File: src/ebha_pkg.sv
// Package with the constants and types of the external bus hold arbiter.
// Function
// - With the request active and no external access under way, the next cycle floats address, data and strobes and asserts the grant;
//   without run-while-granted it also halts the core.
// - With run-while-granted enabled, the core keeps running after the grant and stops only when it needs an external access.
// - An external access under way when the request arrives is completed first, and the grant follows in the cycle after that access ends.
// - The grant is given at an access boundary, so it may fall between the two accesses of one instruction.
// - When the request is released the grant is dropped, the drivers are turned on again and execution resumes where it stopped.
// - Hold requests are served at all times, during boot and while reset is asserted.
// - While the bus is granted away, the active-low grant-hung output is asserted whenever the core is stalled needing a memory or byte-memory DMA access.
// - Once the bus is returned, grant and grant-hung are both dropped and the pending external access is then carried out.
package ebha_pkg;

  localparam int ADDR_W = 14;
  localparam int DATA_W = 24;
  localparam int STROBE_W = 7;

  // Strobe bit positions within the strobe vector.
  localparam int STB_PROG_MEM = 0;
  localparam int STB_DATA_MEM = 1;
  localparam int STB_BYTE_MEM = 2;
  localparam int STB_COMPOSITE = 3;
  localparam int STB_IO_SPACE = 4;
  localparam int STB_RD = 5;
  localparam int STB_WR = 6;

  // All strobes are active low, so the idle pattern is all ones.
  localparam logic [STROBE_W-1:0] STROBE_IDLE = 7'h7f;

  // Cycles from a served request to the grant, and from release to grant drop.
  localparam int GRANT_LATENCY = 1;
  localparam int RELEASE_LATENCY = 1;

  typedef enum logic [1:0] {
    EBHA_OWN,
    EBHA_DRAIN,
    EBHA_GRANT
  } ebha_state_e;

endpackage

File: src/ebha_drv_if.sv
// Interface between the arbiter core and its pin driver stage.
`timescale 1ns/1ps
interface ebha_drv_if
  import ebha_pkg::*;
();
  logic drive_d;
  logic [ADDR_W-1:0] addr;
  logic [DATA_W-1:0] wdata;
  logic wdata_en;
  logic [STROBE_W-1:0] strobe_n;
  logic [DATA_W-1:0] data_i;
  logic [ADDR_W-1:0] addr_o;
  logic addr_oe;
  logic [DATA_W-1:0] data_o;
  logic data_oe;
  logic [STROBE_W-1:0] strobe_o;
  logic strobe_oe;
  logic [DATA_W-1:0] rdata;

  modport arb (
    output drive_d,
    output addr,
    output wdata,
    output wdata_en,
    output strobe_n,
    output data_i,
    input addr_o,
    input addr_oe,
    input data_o,
    input data_oe,
    input strobe_o,
    input strobe_oe,
    input rdata
  );

  modport drv (
    input drive_d,
    input addr,
    input wdata,
    input wdata_en,
    input strobe_n,
    input data_i,
    output addr_o,
    output addr_oe,
    output data_o,
    output data_oe,
    output strobe_o,
    output strobe_oe,
    output rdata
  );
endinterface

File: src/ebha_arbiter.sv
// External bus hold arbiter: hands the external memory bus to an outside master.
`timescale 1ns/1ps
module ebha_arbiter
  import ebha_pkg::*;
(
  input wire logic clk,
  input wire logic srst,
  input wire logic ext_hold_req_n,
  input wire logic go_mode_en,
  input wire logic mem_need,
  input wire logic byte_mem_dma_need,
  input wire logic access_busy,
  input wire logic access_end,
  input wire logic [ADDR_W-1:0] core_addr,
  input wire logic [DATA_W-1:0] core_wdata,
  input wire logic core_wdata_en,
  input wire logic [STROBE_W-1:0] core_strobe_n,
  input wire logic [DATA_W-1:0] data_i,
  output logic [DATA_W-1:0] core_rdata,
  output logic hold_grant_n,
  output logic grant_hung_n,
  output logic core_halt,
  output logic access_allow,
  output logic [ADDR_W-1:0] addr_o,
  output logic addr_oe,
  output logic [DATA_W-1:0] data_o,
  output logic data_oe,
  output logic [STROBE_W-1:0] strobe_o,
  output logic strobe_oe
);

  ebha_drv_if drv_bus ();

  ebha_state_e state_q, state_d;
  logic grant_n_q, grant_n_d;
  logic hung_n_q, hung_n_d;
  logic halt_q, halt_d;
  logic allow_q, allow_d;
  logic hold_req;
  logic ext_need;

  // The outside master owns the bus while its request stays low.
  assign hold_req = ~ext_hold_req_n;
  // A stall that needs the bus counts for either a core access or a byte DMA access.
  assign ext_need = mem_need | byte_mem_dma_need;

  // An access counts as still running unless this is its last cycle.
  function automatic logic access_open(input logic busy, input logic last);
    access_open = busy & ~last;
  endfunction

  always_comb
  begin
    state_d = state_q;
    if (srst)
    begin
      // Reset clears the access context, yet the request is still served.
      state_d = hold_req ? EBHA_GRANT : EBHA_OWN;
    end
    else
    begin
      case (state_q)
        EBHA_OWN:
        begin
          if (hold_req)
          begin
            if (access_open(access_busy, access_end))
            begin
              state_d = EBHA_DRAIN;
            end
            else
            begin
              state_d = EBHA_GRANT;
            end
          end
        end
        EBHA_DRAIN:
        begin
          if (!hold_req)
          begin
            state_d = EBHA_OWN;
          end
          else if (!access_open(access_busy, access_end))
          begin
            // The grant lands in the cycle after the access ends, before any next access of the same instruction.
            state_d = EBHA_GRANT;
          end
        end
        EBHA_GRANT:
        begin
          if (!hold_req)
          begin
            state_d = EBHA_OWN;
          end
        end
        default:
        begin
          state_d = EBHA_OWN;
        end
      endcase
    end
  end

  always_comb
  begin
    grant_n_d = (state_d != EBHA_GRANT);
    // Leaving the grant state drops both outputs on the same edge, before the pending access may start.
    hung_n_d = ~((state_d == EBHA_GRANT) & ext_need);
    if (state_d == EBHA_GRANT)
    begin
      // Without run-while-granted the core halts at once; with it, only once it needs the bus.
      halt_d = go_mode_en ? ext_need : 1'b1;
    end
    else
    begin
      halt_d = 1'b0;
    end
    // A new access may start only while the core owns the bus and no request waits.
    // Blocking it during a pending request is what puts the grant between two accesses.
    allow_d = (state_d == EBHA_OWN) & ~hold_req & ~srst;
  end

  always_ff @(posedge clk)
  begin
    // Reset is folded into the next-state logic, since the arbiter must keep working through it.
    state_q <= state_d;
    grant_n_q <= grant_n_d;
    hung_n_q <= hung_n_d;
    halt_q <= halt_d;
    allow_q <= allow_d;
  end

  assign drv_bus.drive_d = (state_d != EBHA_GRANT);
  assign drv_bus.addr = core_addr;
  assign drv_bus.wdata = core_wdata;
  assign drv_bus.wdata_en = core_wdata_en;
  assign drv_bus.strobe_n = core_strobe_n;
  assign drv_bus.data_i = data_i;

  ebha_pin_drv u_pin_drv (
    .clk(clk),
    .srst(srst),
    .pins(drv_bus.drv)
  );

  assign hold_grant_n = grant_n_q;
  assign grant_hung_n = hung_n_q;
  assign core_halt = halt_q;
  assign access_allow = allow_q;
  assign core_rdata = drv_bus.rdata;
  assign addr_o = drv_bus.addr_o;
  assign addr_oe = drv_bus.addr_oe;
  assign data_o = drv_bus.data_o;
  assign data_oe = drv_bus.data_oe;
  assign strobe_o = drv_bus.strobe_o;
  assign strobe_oe = drv_bus.strobe_oe;

endmodule

File: src/ebha_pin_drv.sv
// Pin driver stage for the external address, data and strobe lines.
`timescale 1ns/1ps
module ebha_pin_drv
  import ebha_pkg::*;
(
  input wire logic clk,
  input wire logic srst,
  ebha_drv_if.drv pins
);

  logic [ADDR_W-1:0] addr_q, addr_d;
  logic addr_oe_q, addr_oe_d;
  logic [DATA_W-1:0] data_q, data_d;
  logic data_oe_q, data_oe_d;
  logic [STROBE_W-1:0] strobe_q, strobe_d;
  logic strobe_oe_q, strobe_oe_d;
  logic [DATA_W-1:0] rdata_q, rdata_d;

  always_comb
  begin
    // The enables switch on the same edge as the grant flop, so no cycle exists in which both masters drive.
    addr_oe_d = pins.drive_d;
    strobe_oe_d = pins.drive_d;
    data_oe_d = pins.drive_d & pins.wdata_en;
    addr_d = pins.addr;
    data_d = pins.wdata;
    // While floated, the strobe values are parked idle, so they read inactive for the whole grant.
    strobe_d = pins.drive_d ? pins.strobe_n : STROBE_IDLE;
    rdata_d = pins.data_i;
  end

  always_ff @(posedge clk)
  begin
    if (srst)
    begin
      addr_q <= '0;
      data_q <= '0;
      strobe_q <= STROBE_IDLE;
      rdata_q <= '0;
    end
    else
    begin
      addr_q <= addr_d;
      data_q <= data_d;
      strobe_q <= strobe_d;
      rdata_q <= rdata_d;
    end
    // Enables follow the arbiter even in reset, because requests are served then too.
    addr_oe_q <= addr_oe_d;
    data_oe_q <= data_oe_d;
    strobe_oe_q <= strobe_oe_d;
  end

  assign pins.addr_o = addr_q;
  assign pins.addr_oe = addr_oe_q;
  assign pins.data_o = data_q;
  assign pins.data_oe = data_oe_q;
  assign pins.strobe_o = strobe_q;
  assign pins.strobe_oe = strobe_oe_q;
  assign pins.rdata = rdata_q;

endmodule

File: config.mk
export PLATFORM = sky130hd
export DESIGN_NAME = ebha_arbiter
export DESIGN_NICKNAME = d
export VERILOG_FILES = /design/src/ebha_pkg.sv /design/src/ebha_drv_if.sv /design/src/ebha_arbiter.sv /design/src/ebha_pin_drv.sv
export SDC_FILE = /design/constraint.sdc
export NUM_CORES = 1
export LEC_CHECK = 0
export BUFFER_PORTS_ARGS = -buffer_cell sky130_fd_sc_hd__buf_4
export CAP_MARGIN = 20
export CORE_MARGIN = 3
export CORE_UTILIZATION = 35
export DETAILED_ROUTE_END_ITERATION = 10
export PLACE_DENSITY = 0.71
export REMOVE_ABC_BUFFERS = 1
export SKIP_LAST_GASP = 1
export SYNTH_ARGS = -nofsm -noshare
export SYNTH_HDL_FRONTEND = slang
export SYNTH_HIERARCHICAL = 1
export SYNTH_SLANG_ARGS = --single-unit
File: constraint.sdc
create_clock -name clk -period 1.3 [get_ports clk]
set_input_delay 0.26 -clock clk [delete_from_list [all_inputs] [get_ports clk]]
set_output_delay 0.26 -clock clk [all_outputs]
set_load 0.02 [all_outputs]
==> implementation parameters <==
Parameter                              Value

STA
  Share of the clock period used by the worst path    102%
  Setup-violating endpoint count in the final report    6
  Final Hold Vio Count    0
  Tightest slew margin relative to the limit    74.1%
  Tightest Pin Transition    388 ps
  Shortest clock period the worst path allows after layout    1320 ps
  Highest clock rate    756 MHz
  Final worst clock skew    3.16 ps
  Smallest hold slack    116 ps
  Unrepaired setup endpoints after global routing    true
  Final max-slew violation count    0
  Final setup TNS    -43.1 ps
  Fin worst setup slack    -23.4 ps

Synth
  Parity-gate share of the synthesized area counting xor and xnor cells    0%
  Synthesized netlist cell count    166
  Library cell occupying the most area in the post-synthesis netlist    sky130_fd_sc_hd__dfxtp_1
  Count of yosys warnings during synthesis    6
  Mean cell area of the mapped netlist    12.8 sq um
  Synthesized-area fraction occupied by and/or/nand/nor cells    25.1%
  Cells taking the most area after synthesis    sky130_fd_sc_hd__dfxtp_1, sky130_fd_sc_hd__nor2b_1, sky130_fd_sc_hd__or3b_1
  Share of Yosys cell area claimed by the top area cell type    72.6%
  Multiplexer fraction of the synthesized cell area    0%
  Main combinational cell family by area after synthesis    simple AND/OR/NAND/NOR gates
  Number of unique standard cell types used by synthesis    17
  Async SR Flop Fraction    0%
  Synthesis-stage register bit count    77
  Top post-synthesis cells by count    sky130_fd_sc_hd__dfxtp_1, sky130_fd_sc_hd__nor2b_1, sky130_fd_sc_hd__or3b_1
  Dominant register cell in the synthesized netlist    sky130_fd_sc_hd__dfxtp_1
  Post-synthesis cell area    2120 sq um
  Compound-Gate Fraction of Synth Area    0%
  Adder-Cell Fraction of Synth Area    0%
  Sequential element share of the synthesized area    72.6%
  Number of synthesized flops with an enable pin    0
  Most repeated cell in the gate-level netlist after synthesis    sky130_fd_sc_hd__dfxtp_1

Clocking
  Largest buffer count on any clock path    2
  Sink count of the clock tree    77
  Clk slew on worst S/H paths    70 ps
  Worst-skew pair later-pin latency    320 ps
  Clock tree from TritonCTS    done
  Clk root buf    sky130_fd_sc_hd__clkbuf_8
  Number of buffers created by CTS    9
  Number of levels the H-tree was split into    3
  Hold-fix buffers at CTS    0

GRT
  Global-route usage over all layers    14.5%
  Vias in the first global route    1702
  Maximum number of pins on one net before global-route repair    42
  Global-route wire length before repair    7.98 mm
  Initial antenna violation count    0
  Overall overflow remaining after global route    0

Setup path
  Startpoint type of the worst setup path    register
  Critical path class    register to register
  Flop2flop setup slack    -20 ps
  Endpoint of the worst register-to-register path    u_pin_drv/pins.strobe_o[1]
  Crit path cell chain    nor4b_4, or3_4, or3b_1
  Slowest cell on the critical path    sky130_fd_sc_hd__or3b_1
  Worst Reg-to-Reg Cells    3
  Required time of the critical path    1500 ps
  Top fanout value on the critical path    9
  Arrival @ worst endpoint    1530 ps
  Startpoint of the worst-slack reg-to-reg timing path    state_q[1]
  CP endpoint kind    register
  Stage delay of the slowest cell on the critical path    350 ps

Power and ir drop
  Proportion of power drawn by flip-flops and latches    51.3%
  Power density over cell area    1380 nW/um^2
  Overall power consumption    4.91 mW
  Part of the power in combinational logic    13.8%
  Cell-internal power    3.79 mW
  Switching power summed over all nets    1.12 mW
  Peak supply drop    0.000666 V
  Leakage    1.71 nW
  Switching share of power    22.8%
  Power share of the clock group    34.9%

Outcome
  Violations in the final reports    setup timing
  Run status    finished, violations left

Finish
  Final core area utilization    62.9%
  Design Area, Final    3570 sq um
  Fraction of layout instances using a drive strength above 1    52.9%
  Antenna diode count    0
  Post-layout instance count excluding filler cells    405
  Area overhead of the layout relative to synthesis    68.2%
  Final net count    406

Worst hold path
  WHS Endpoint    u_pin_drv/pins.strobe_o[4]
  Worst min-delay path class    input pin to register
  Hold path start    core_strobe_n[4]
  Cell depth of the worst hold path    2

Placed design
  Final RePlAce weighted congestion    0.768
  Count of placed standard cells including taps    388
  Minimum setup slack after placement    -180 ps
  Cell area after placement    3350 sq um
  Count of input and output buffers    153
  Final HPWL DP    4.00 mm

Drt
  Routed len/inst    12.8 um
  Post-Route WL    5.18 mm
  DR pass1 iterations    4
  Remaining antenna violation count after routing    0
  Via density per instance    4.14
  1st-iter DRT viols    29
  Post-detailed-route DRC marker count    0
  Vias after detailed routing    1678

Die
  Cell row count    27
  Boundary Pins    154
  Chip width    83.9 um
  Die area    7030 sq um
  Std-Cell Core Area    5680 sq um
  Initial Utilization    37.4%
  Die height    83.9 um

Job
  Max-cap viol count    0
## final cells by class
type / count / area (sq um)
Fill cell: 492 / 2110
Multi-Input combinational cell: 81 / 551
Clock inverter: 4 / 47.5
Clock buffer: 12 / 145
Sequential cell: 77 / 1540
Tap cell: 72 / 90.1
Timing Repair Buffer: 159 / 1190
## how the worst max path moves through the flow
stage               startpoint                          to  slack, ps
floorplan           state_q[1]  u_pin_drv/pins.strobe_o[0]       -150
global placement    access_end  u_pin_drv/pins.strobe_o[6]       -160
detailed placement  access_end  u_pin_drv/pins.strobe_o[1]       -180
CTS                 state_q[1]  u_pin_drv/pins.strobe_o[1]        -30
global route        state_q[1]  u_pin_drv/pins.strobe_o[0]        -80
finish              state_q[1]  u_pin_drv/pins.strobe_o[1]        -20
## power by group through the flow
stage	clock (mW)	sequential, mW	combinational, mW
5_1_grt	1.89	2.53	0.721
3_5_place_dp	0	2.57	0.677
4_1_cts	1.78	2.52	0.684
3_3_place_gp	0	2.57	0.668
2_1_floorplan	0	2.74	0.0866
6_report	1.71	2.52	0.676
## placed cells by master (no fill, tap or decap), types with 2 or more instances in the layout
master and instances:
sky130_fd_sc_hd__buf_4 159, sky130_fd_sc_hd__or3b_1 7, sky130_fd_sc_hd__dfxtp_1 77, sky130_fd_sc_hd__nor2b_1 62, sky130_fd_sc_hd__clkinv_2 2, sky130_fd_sc_hd__clkbuf_8 10, sky130_fd_sc_hd__nor4_1 2, sky130_fd_sc_hd__clkbuf_1 2
## kinds of logic after synthesis
logic type | count (synthesis)
simple gates | 81
flops | 77
buf+inv | 8
## worst max-delay path, delay by kind of cell, from the launching register on
| kind | cells | cell delay (ps) |
|---|---|---|
| simple gates | 3 | 860 |
| flops | 1 | 340 |
## sequential cells by signal (all words and copies together), names as in the netlist
name                      count
u_pin_drv/pins.rdata         24
state_q                       2
hold_grant_n                  1
u_pin_drv/pins.strobe_oe      1
access_allow                  1
u_pin_drv/pins.strobe_o       7
u_pin_drv/pins.data_o        24
u_pin_drv/pins.data_oe        1
grant_hung_n                  1
core_halt                     1
u_pin_drv/pins.addr_o        14
## per-layer routing
layer | global-route usage (%) | up-vias | part of all wire, %
li1 | - | 838 | -
met1 | 14.6 | 736 | 36
met2 | 25.3 | 92 | 50
met3 | 6.52 | 12 | 12
met4 | 7.16 | 0 | 2.4
met5 | 0 | - | 0
## timing repair
| item | CTS | global route |
|---|---|---|
| endpoints found under the setup margin | 7 | 7 |
| gates resized for setup | 2 | 1 |
| pin swaps | 1 | 1 |
| buffers inserted | 1 | 0 |
Power figures use the tool's default switching activity.
